===== src/hw/pcs_pkg.sv =====
package pcs_pkg;
    // ****************************************************************
    // register offsets (byte addresses in configuration space)
    // ****************************************************************
    localparam logic [7:0] PCS_CMD_OFFSET = 8'h04;
    localparam logic [7:0] PCS_STS_OFFSET = 8'h06;
    localparam logic [7:0] PCS_DWORD_OFFSET = 8'h04;

    // ****************************************************************
    // command field positions
    // ****************************************************************
    localparam int PCS_CMD_INT_DIS = 10;
    localparam int PCS_CMD_SERR_EN = 8;
    localparam int PCS_CMD_PERR_EN = 6;
    localparam int PCS_CMD_MWI_EN = 4;
    localparam int PCS_CMD_MST_EN = 2;
    localparam int PCS_CMD_MEM_EN = 1;
    localparam logic [15:0] PCS_CMD_RW_MASK = 16'h0556;
    localparam logic [15:0] PCS_CMD_RESET = 16'h0000;

    // ****************************************************************
    // status field positions and fixed values
    // ****************************************************************
    localparam int PCS_STS_PARITY = 15;
    localparam int PCS_STS_SYS_ERR = 14;
    localparam int PCS_STS_MST_ABORT = 13;
    localparam int PCS_STS_TABORT_RX = 12;
    localparam int PCS_STS_TABORT_TX = 11;
    localparam int PCS_STS_DATA_PAR = 8;
    localparam int PCS_STS_INT = 3;
    localparam logic [15:0] PCS_STS_FIXED = 16'h0210;
    localparam logic [15:0] PCS_STS_RESET = 16'h0000;
endpackage


===== src/hw/pcs_regs.sv =====
// Summary of operation
// - command bits 15 to 11 read zero, writes ignored
// - command bit 10 masks the interrupt line, resets to 0
// - command bit 9 reads zero; no fast back-to-back mastering
// - command bit 8 enables the system error driver, resets to 0
// - command bit 7 reserved, reads zero, writes ignored
// - command bit 6 enables parity error drive, resets to 0
// - command bit 5 reads zero; no palette snooping
// - command bit 4 allows write-and-invalidate, else plain writes
// - command bit 3 reads zero; special cycles never claimed
// - command bit 2 gates all mastering, resets to 0
// - command bit 1 gates memory claims; host sets it first
// - command bit 0 reads zero; io cycles never claimed
// - status bit 15 sticks on ev_addr_par or ev_data_par until cleared
// - status bits 13, 12, 11 record the abort events
// - status bits 10 to 9 read fixed 01b
// - status bit 3 shows pending interrupt; line needs mask clear
module pcs_regs
    import pcs_pkg::*;
(
    input wire logic clk,
    input wire logic arst_n,
    // configuration dword access at offset 04h
    input wire logic cfg_sel,
    input wire logic cfg_wr,
    input wire logic [3:0] cfg_be,
    input wire logic [31:0] cfg_wdata,
    output logic [31:0] cfg_rdata,
    // events from the bus engine, same clock
    input wire logic ev_addr_par,
    input wire logic ev_data_par,
    input wire logic ev_data_par_master,
    input wire logic ev_master_abort,
    input wire logic ev_target_abort_rx,
    input wire logic ev_target_abort_tx,
    input wire logic ev_serr_asserted,
    input wire logic irq_pending,
    // gating towards the bus engine
    output logic memory_space_en,
    output logic initiator_en,
    output logic write_invalidate_en,
    output logic parity_report_en,
    output logic system_error_drive_en,
    output logic io_space_en,
    output logic palette_snoop_en,
    output logic back_to_back_en,
    output logic special_cycle_en,
    output logic intx_assert
);
    // ****************************************************************
    // command register
    // ****************************************************************
    logic [15:0] cmd_r;
    logic [15:0] cmd_nxt;
    logic [15:0] wmask;

    always_comb begin
        wmask = {{8{cfg_be[1]}}, {8{cfg_be[0]}}} & PCS_CMD_RW_MASK;
        cmd_nxt = cmd_r;
        if (cfg_sel && cfg_wr) begin
            // only writable bits change
            cmd_nxt = (cmd_r & ~wmask) | (cfg_wdata[15:0] & wmask);
        end
    end

    always_ff @(posedge clk or negedge arst_n) begin
        if (!arst_n) begin
            cmd_r <= PCS_CMD_RESET;
        end else begin
            cmd_r <= cmd_nxt;
        end
    end

    // ****************************************************************
    // status register
    // ****************************************************************
    logic par_r, sys_r, mab_r, tar_r, tas_r, dpar_r, int_r;
    logic par_nxt, sys_nxt, mab_nxt, tar_nxt, tas_nxt, dpar_nxt;
    logic [15:0] clr;

    // set wins over a write-one clear in the same cycle
    always_comb begin
        clr = (cfg_sel && cfg_wr) ?
            (cfg_wdata[31:16] & {{8{cfg_be[3]}}, {8{cfg_be[2]}}}) : 16'h0000;
        par_nxt = (ev_addr_par | ev_data_par)
            | (par_r & ~clr[PCS_STS_PARITY]);
        sys_nxt = (ev_serr_asserted & cmd_r[PCS_CMD_SERR_EN])
            | (sys_r & ~clr[PCS_STS_SYS_ERR]);
        mab_nxt = ev_master_abort
            | (mab_r & ~clr[PCS_STS_MST_ABORT]);
        tar_nxt = ev_target_abort_rx
            | (tar_r & ~clr[PCS_STS_TABORT_RX]);
        tas_nxt = ev_target_abort_tx
            | (tas_r & ~clr[PCS_STS_TABORT_TX]);
        dpar_nxt = (ev_data_par_master & cmd_r[PCS_CMD_PERR_EN])
            | (dpar_r & ~clr[PCS_STS_DATA_PAR]);
    end

    always_ff @(posedge clk or negedge arst_n) begin
        if (!arst_n) begin
            par_r <= 1'b0;
            sys_r <= 1'b0;
            mab_r <= 1'b0;
            tar_r <= 1'b0;
            tas_r <= 1'b0;
            dpar_r <= 1'b0;
            int_r <= 1'b0;
        end else begin
            par_r <= par_nxt;
            sys_r <= sys_nxt;
            mab_r <= mab_nxt;
            tar_r <= tar_nxt;
            tas_r <= tas_nxt;
            dpar_r <= dpar_nxt;
            int_r <= irq_pending;
        end
    end

    // ****************************************************************
    // read data and gating outputs
    // ****************************************************************
    logic [15:0] sts;
    logic [31:0] rdata_nxt;
    logic intx_nxt;

    always_comb begin
        sts = PCS_STS_FIXED;
        sts[PCS_STS_PARITY] = par_r;
        sts[PCS_STS_SYS_ERR] = sys_r;
        sts[PCS_STS_MST_ABORT] = mab_r;
        sts[PCS_STS_TABORT_RX] = tar_r;
        sts[PCS_STS_TABORT_TX] = tas_r;
        sts[PCS_STS_DATA_PAR] = dpar_r;
        sts[PCS_STS_INT] = int_r;
        rdata_nxt = {sts, cmd_nxt & PCS_CMD_RW_MASK};
        intx_nxt = irq_pending & ~cmd_nxt[PCS_CMD_INT_DIS];
    end

    always_ff @(posedge clk or negedge arst_n) begin
        if (!arst_n) begin
            cfg_rdata <= 32'h0000_0000;
            memory_space_en <= 1'b0;
            initiator_en <= 1'b0;
            write_invalidate_en <= 1'b0;
            parity_report_en <= 1'b0;
            system_error_drive_en <= 1'b0;
            io_space_en <= 1'b0;
            palette_snoop_en <= 1'b0;
            back_to_back_en <= 1'b0;
            special_cycle_en <= 1'b0;
            intx_assert <= 1'b0;
        end else begin
            cfg_rdata <= rdata_nxt;
            memory_space_en <= cmd_nxt[PCS_CMD_MEM_EN];
            initiator_en <= cmd_nxt[PCS_CMD_MST_EN];
            write_invalidate_en <= cmd_nxt[PCS_CMD_MWI_EN];
            parity_report_en <= cmd_nxt[PCS_CMD_PERR_EN];
            system_error_drive_en <= cmd_nxt[PCS_CMD_SERR_EN];
            io_space_en <= 1'b0;
            palette_snoop_en <= 1'b0;
            back_to_back_en <= 1'b0;
            special_cycle_en <= 1'b0;
            intx_assert <= intx_nxt;
        end
    end

    // ****************************************************************
    // assertions
    // ****************************************************************
    property p_cmd_ro_zero;
        @(posedge clk) disable iff (!arst_n)
        (cfg_rdata[15:11] == 5'h00) && !cfg_rdata[9] && !cfg_rdata[7]
        && !cfg_rdata[5] && !cfg_rdata[3] && !cfg_rdata[0];
    endproperty
    a_cmd_ro_zero: assert property (p_cmd_ro_zero)
        else $error("read-only command bits not zero");

    property p_intx_mask;
        @(posedge clk) disable iff (!arst_n)
        intx_assert |-> (int_r && !cmd_r[PCS_CMD_INT_DIS]);
    endproperty
    a_intx_mask: assert property (p_intx_mask)
        else $error("interrupt line asserted while masked");

    property p_no_b2b;
        @(posedge clk) disable iff (!arst_n)
        !back_to_back_en && !special_cycle_en && !io_space_en;
    endproperty
    a_no_b2b: assert property (p_no_b2b)
        else $error("unsupported feature enabled");

    property p_serr_follow;
        @(posedge clk) disable iff (!arst_n)
        system_error_drive_en == cmd_r[PCS_CMD_SERR_EN];
    endproperty
    a_serr_follow: assert property (p_serr_follow)
        else $error("system error enable mismatch");

    property p_mst_follow;
        @(posedge clk) disable iff (!arst_n)
        (cfg_sel && cfg_wr && cfg_be[0]) |=>
        initiator_en == $past(cfg_wdata[PCS_CMD_MST_EN]);
    endproperty
    a_mst_follow: assert property (p_mst_follow)
        else $error("initiator enable did not follow write");

    property p_mem_read;
        @(posedge clk) disable iff (!arst_n)
        cfg_rdata[PCS_CMD_MEM_EN] == memory_space_en;
    endproperty
    a_mem_read: assert property (p_mem_read)
        else $error("memory enable readback mismatch");

    property p_par_sticky;
        @(posedge clk) disable iff (!arst_n)
        (ev_addr_par || ev_data_par || (par_r && !clr[PCS_STS_PARITY]))
        |=> par_r;
    endproperty
    a_par_sticky: assert property (p_par_sticky)
        else $error("parity flag lost");

    property p_mab_set;
        @(posedge clk) disable iff (!arst_n)
        ev_master_abort |=> ##1 cfg_rdata[16 + PCS_STS_MST_ABORT];
    endproperty
    a_mab_set: assert property (p_mab_set)
        else $error("master abort not recorded");

    property p_speed;
        @(posedge clk) disable iff (!arst_n)
        1'b1 |=> cfg_rdata[26:25] == 2'b01;
    endproperty
    a_speed: assert property (p_speed)
        else $error("select timing field wrong");

    c_par: cover property (@(posedge clk) disable iff (!arst_n)
        ev_data_par ##1 par_r);
    c_clear: cover property (@(posedge clk) disable iff (!arst_n)
        par_r ##1 !par_r);
    c_intx: cover property (@(posedge clk) disable iff (!arst_n)
        intx_assert ##1 !intx_assert && int_r);
endmodule


===== config.mk =====
export PLATFORM = sky130hd
export DESIGN_NAME = pcs_regs
export DESIGN_NICKNAME = d
export VERILOG_FILES = /design/src/hw/pcs_pkg.sv /design/src/hw/pcs_regs.sv
export SDC_FILE = /design/constraint.sdc
export NUM_CORES = 1
export LEC_CHECK = 0
export BUFFER_PORTS_ARGS = -buffer_cell sky130_fd_sc_hd__buf_2
export CAP_MARGIN = 20
export CORE_MARGIN = 10
export CORE_UTILIZATION = 39
export CTS_CLUSTER_DIAMETER = 60
export DETAILED_ROUTE_END_ITERATION = 8
export PLACE_DENSITY = 0.87
export SLEW_MARGIN = 20
export SYNTH_ARGS = -nofsm -noshare
export SYNTH_HDL_FRONTEND = slang
export SYNTH_SLANG_ARGS = --single-unit

===== constraint.sdc =====
create_clock -name clk -period 1.6 [get_ports clk]
set_input_delay 0.24 -clock clk [delete_from_list [all_inputs] [get_ports clk]]
set_output_delay 0.24 -clock clk [all_outputs]
set_load 0.005 [all_outputs]

==> out/metrics.yaml, run 1 <==
cts_hold_buf: 1
startpoint_type: "register"
chipHeight_um: 70.8
p_sw_share_pct: 24.6
drive_above_1_share_pct: 50.4
ctsLongestPathBuffers: 2
start_util_pct: 40.7
clockRootBuffer: "clkbuf_4"
rsz0062_at_grt: "no"
cp-end-kind: "output pin"
first_global_vias: 774
cp_top_family: "flip-flops"
ant_nets: 0
fmax_mhz: 912
hold_depth: 1
layout_common_cells: "47 x buf_2, 22 x conb_1, 22 x dfrtp_1, 6 x nand4_1, 5 x mux2_4"
r2r_end: "cfg_rdata[8]$_DFFE_PN0P_"
multi_input_area_um2: 303
final_nets: 168
period_minus_slack_ns: 1.10
yosysSeqAreaShare_pct: 54.7
netlist_area_um2: 1010
n_antenna_cell: 0
cts_inserted_buffers: 3
grt_antenna_before_repair: 0
final_core_util_pct: 47.5
fillers: 239
final-seq-area_um2: 551
path_buf_inv: 1
cts_tree: "done"
gp_congestion: 0.788
worstPathMaxFanout: 4
cts-htree-levels: 1
routed_wl_um: 2290
drc: 0
vias_per_cell: 4.35
vias: 648
powerDensity_nw_per_um2: 979
synth_warnings: 0
finalMaxSlewViolations: 0
synth_cell_type_count: 14
post-cts-setup-buffers: 0
arrival_ns: 0.86
synthCells: 76
r2r_start: "cfg_rdata[8]$_DFFE_PN0P_"
grt_pass1_wl_um: 3620
post_drt_wl_per_cell_um: 15.4
fp.coreArea_um2: 2480
max_stage_delay_ns: 0.42
final_min_period_over_clock_period_pct: 68.5
hp-start: "irq_pending"
r2r_cells: 1
hold_class: "in -> reg"
place_inst: 144
r2r_setup_slack_ns: 0.81
syn_area_per_cell_um2: 13.3
power_mw: 1.15
min_to: "int_r$_DFF_PN0_"
critical_path_class: "reg -> out"
final_common_cell: "buf_2"
synthToLayoutAreaGrowth_pct: 16.8
switchingPower_mw: 0.284
cts.clk_slew.worst_paths_ns: 0.11
clk_latency_ns: 0.30
io_pins: 90
grtUsageTotal_pct: 8.71
rows: 18
fp.dieW_um: 70.8
combPwrFrac_pct: 18.8
firstDrtPassIters: 2
die-area_um2: 5020
ctsResizeCount: 0
grt.overflow.total: 0
clock_sinks: 22
outcome: "finished clean"
p_clk_share_pct: 25.3
synth-seq-cells: 22
path_cells: "buf_2"
stdcell_count: 149
hpwlAfterDp_um: 1980
portBuffers: 47
grt_max_degree: 23
report.final.setup_viol: 0
slowest_stage: "dfrtp_1"
maxCapViolations: 0
seqPwrFrac_pct: 56.0
p_int_mw: 0.868
skew_ns: 0.00294
fin_setup_tns_ns: 0
drt_iter0_markers: 41
p_leak_nw: 0.602
max-vdd-ir-drop_uv: 499
final-hold-violation-count: 0
cp.required_ns: 1.36
-- metrics by stage --
step / hold WS, ns / area, um2 / worst slack, ns
floorplan: -0.0556 / 1080 / 0.719
global route: 0.0305 / 1180 / 0.433
CTS: 0.0381 / 1180 / 0.472
detailed placement: 0.221 / 1130 / 0.547
global placement: 0.204 / 1130 / 0.554
finish: 0.0581 / 1180 / 0.504
-- cell usage after synthesis --
library cell  count  area (um2)
a211o_1           1        8.76
a211oi_2          1        12.5
a21o_1            4        30.0
a22o_1            2        17.5
and4_4            1        11.3
buf_4            27         203
buf_6             2        22.5
conb_1            2        7.51
dfrtp_1          22         551
inv_1             1        3.75
mux2_4            5        75.1
nand3_2           1        10.0
nand3_4           1        17.5
nand4_1           6        37.5
-- logic make-up (layout without fill, tap and decap cells) --
logic type             count (synthesis)  count (layout)  synth area share [%]
DFF                                   22              22                  54.7
muxes                                  5               5                  7.45
and+or+nand+nor                        9               9                  7.58
buffers and inverters                 30              53                  22.7
AOI/OAI and AO/OA                      8               8                  6.83
other                                  2              22                 0.746
-- per-layer routing --
metal / GRT usage, % / routed length, um / vias to the layer above / part of all wire, %
li1: - / - / 296 / -
met1: 9.75 / 908 / 303 / 40
met2: 12.9 / 1040 / 47 / 46
met3: 5.02 / 322 / 2 / 14
met4: 4.52 / 14 / 0 / 0.61
met5: 0 / 0 / - / 0
-- state kept, by name, indices dropped and copies added, names as in the netlist --
register and cells:
tar_r 1, tas_r 1, par_r 1, sys_r 1, dpar_r 1, int_r 1, intx_assert 1, cfg_rdata 14
mab_r 1
-- worst max-delay path by stage --
stage                                         from                       end  cells past startpoint
after detailed placement                   cfg_sel  cfg_rdata[1]$_DFFE_PN0P_                      3
final                     cfg_rdata[6]$_DFFE_PN0P_              cfg_rdata[6]                      1
after global routing      cfg_rdata[8]$_DFFE_PN0P_              cfg_rdata[8]                      1
after global placement                      cfg_wr  cfg_rdata[8]$_DFFE_PN0P_                      3
after CTS                 cfg_rdata[8]$_DFFE_PN0P_     system_error_drive_en                      1
after floorplan                            cfg_sel  cfg_rdata[1]$_DFFE_PN0P_                      3
-- cell type report --
cell class / instances / share of cell area (%)
Clock buffer: 4 / 3.09
Inverter: 1 / 0.319
Multi-Input combinational cell: 44 / 25.7
Sequential cell: 22 / 46.8
Tap cell: 30 / 3.19
Timing Repair Buffer: 48 / 20.9
-- power by group through the flow --
stage	clock (mW)	sequential (mW)	combinational, mW
after floorplan	0	0.659	0.157
after global placement	0	0.652	0.212
after detailed placement	0	0.657	0.216
after CTS	0.306	0.645	0.220
after global routing	0.341	0.654	0.243
final	0.291	0.645	0.216
Note: power is estimated with default switching activity, not from simulation.
==> inputs of run 2 (changes only) <==
Settings changed: CORE_UTILIZATION 39 to 33, PLACE_DENSITY 0.87 to 0.79.
Clock period 1.6 ns to 0.9 ns, I/O delays scaled along.
==> run 2 against run 1 <==
Effect of this change:
- the flow now finishes with violations (setup timing)
- register-to-register slack got worse by 0.81 ns
- setup slack lost 0.58 ns
- sequential share of layout area decreased by 3.5 points
- flip-flop and latch count did not move
- critical path type unchanged
- highest routed layer unchanged
==> out/metrics.yaml, run 2 (synthesized netlist as in run 1, its figures left out) <==
outcome: "finished with violations"
violations: "setup timing"
r2r_end: "cfg_rdata[6]$_DFFE_PN0P_"
clockRootBuffer: "clkbuf_4"
layout_common_cells: "47 x buf_2, 22 x conb_1, 22 x dfrtp_1, 7 x buf_4, 6 x nand4_1"
maxCapViolations: 0
placed_area_um2: 1150
cp.required_ns: 0.76
path_depth: 1
rsz0062_at_grt: "yes"
rows: 19
ant_nets: 0
worstPathMaxFanout: 3
period_minus_slack_ns: 0.973
report.final.setup_viol: 22
cp-end-kind: "output pin"
portBuffers: 47
routed_wl_um: 2400
firstDrtPassIters: 3
synthToLayoutAreaGrowth_pct: 26.2
clock_sinks: 22
fmax_mhz: 1030
vias: 698
fp.dieW_um: 75.2
slowest_stage: "dfrtp_1"
final-hold-violation-count: 0
cts-htree-levels: 1
gp_congestion: 0.749
max-vdd-ir-drop_uv: 508
path_cells: "buf_2"
cp_top_family: "flip-flops"
start_util_pct: 35.6
clk_latency_ns: 0.29
drive_above_1_share_pct: 52.3
r2r_start: "cfg_rdata[6]$_DFFE_PN0P_"
regMostFlops: "cfg_rdata"
chipHeight_um: 75.2
startpoint_type: "register"
worstSetupEndpoint: "cfg_rdata[8]"
cts_tree: "done"
arrival_ns: 0.84
die-area_um2: 5660
post_drt_wl_per_cell_um: 14.9
n_antenna_cell: 0
grt_max_degree: 23
fp.coreArea_um2: 2830
largest_register_ffs: 14
drt_iter0_markers: 18
grt_antenna_before_repair: 0
critical_path_class: "reg -> out"
r2r_cells: 2
cts.clk_slew.worst_paths_ns: 0.11
grtUsageTotal_pct: 8.06
finalMaxSlewViolations: 0
r2r_setup_slack_ns: 0
hold_class: "in -> reg"
io_pins: 90
powerDensity_nw_per_um2: 1680
setup_ws_ns: -0.0733
grt.overflow.total: 0
skew_ns: 0.00102
max_stage_delay_ns: 0.41
final_common_cell: "buf_2"
p_leak_nw: 0.655
place_ws_ns: -0.0234
startpoint: "cfg_rdata[8]$_DFFE_PN0P_"
final_nets: 179
final_area_um2: 1270
hpwlAfterDp_um: 1950
drc: 0
final_min_period_over_clock_period_pct: 108
vias_per_cell: 4.34
path_buf_inv: 1
ctsLongestPathBuffers: 2
first_global_vias: 818
grt_pass1_wl_um: 3550
cts_inserted_buffers: 3
==> run 2: per-stage QoR <==
step / TNS [ns] / total power [mW] / util [%] / instances / hold slack (ns)
after floorplan: 0 / 1.45 / - / 96 / -0.161
after global placement: -0.0505 / 1.54 / 40.5 / 147 / 0.103
after detailed placement: -0.0872 / 1.56 / 40.5 / 147 / 0.122
after CTS: -1.33 / 2.14 / 44.3 / 159 / 0.0179
after global routing: -2.18 / 2.27 / 44.9 / 161 / 0.00404
final: -0.945 / 2.13 / 44.9 / 161 / 0.0337
==> run 2: cell type report <==
cell class	instances	area, um2
clock buffers	4	36.3
fillers	252	1560
inverters	1	3.75
multi-input cells	44	303
flip-flops and latches	22	551
well taps	31	38.8
repair buffers	59	339
==> run 2: timing repair <==
item,4_1_cts,5_1_grt
resized for setup,0,1
setup buffers,4,2
hold buffers,4,0
setup endpoints to repair,21,25
endpoints found under the hold margin,25,0
==> run 2: worst min path at each step <==
stage                                  start                       to  slack [ns]  cells after the start
after global placement                arst_n  cfg_rdata[25]$_DFF_PN0_        0.10                      1
after floorplan                       arst_n  cfg_rdata[10]$_DFF_PN0_       -0.16                      0
final                     ev_target_abort_rx          tar_r$_DFF_PN0_        0.03                      2
after detailed placement              arst_n  cfg_rdata[25]$_DFF_PN0_        0.12                      1
after CTS                 ev_target_abort_rx          tar_r$_DFF_PN0_        0.02                      2
after global routing      ev_target_abort_rx          tar_r$_DFF_PN0_       0.004                      2
==> run 2: report_power, final <==
group	internal, mW	switching [mW]	leakage, nW
logic	0.285	0.202	0.403
registers	1.09	0.0506	0.231
clock network	0.246	0.262	0.0210
==> run 2: routing by layer <==
metal	global-route usage (%)	vias to the layer above	routed length [um]
met4	4.33	0	42
met3	3.68	4	357
li1	-	317	-
met5	0	-	0
met1	8.73	323	974
met2	13.0	54	1020
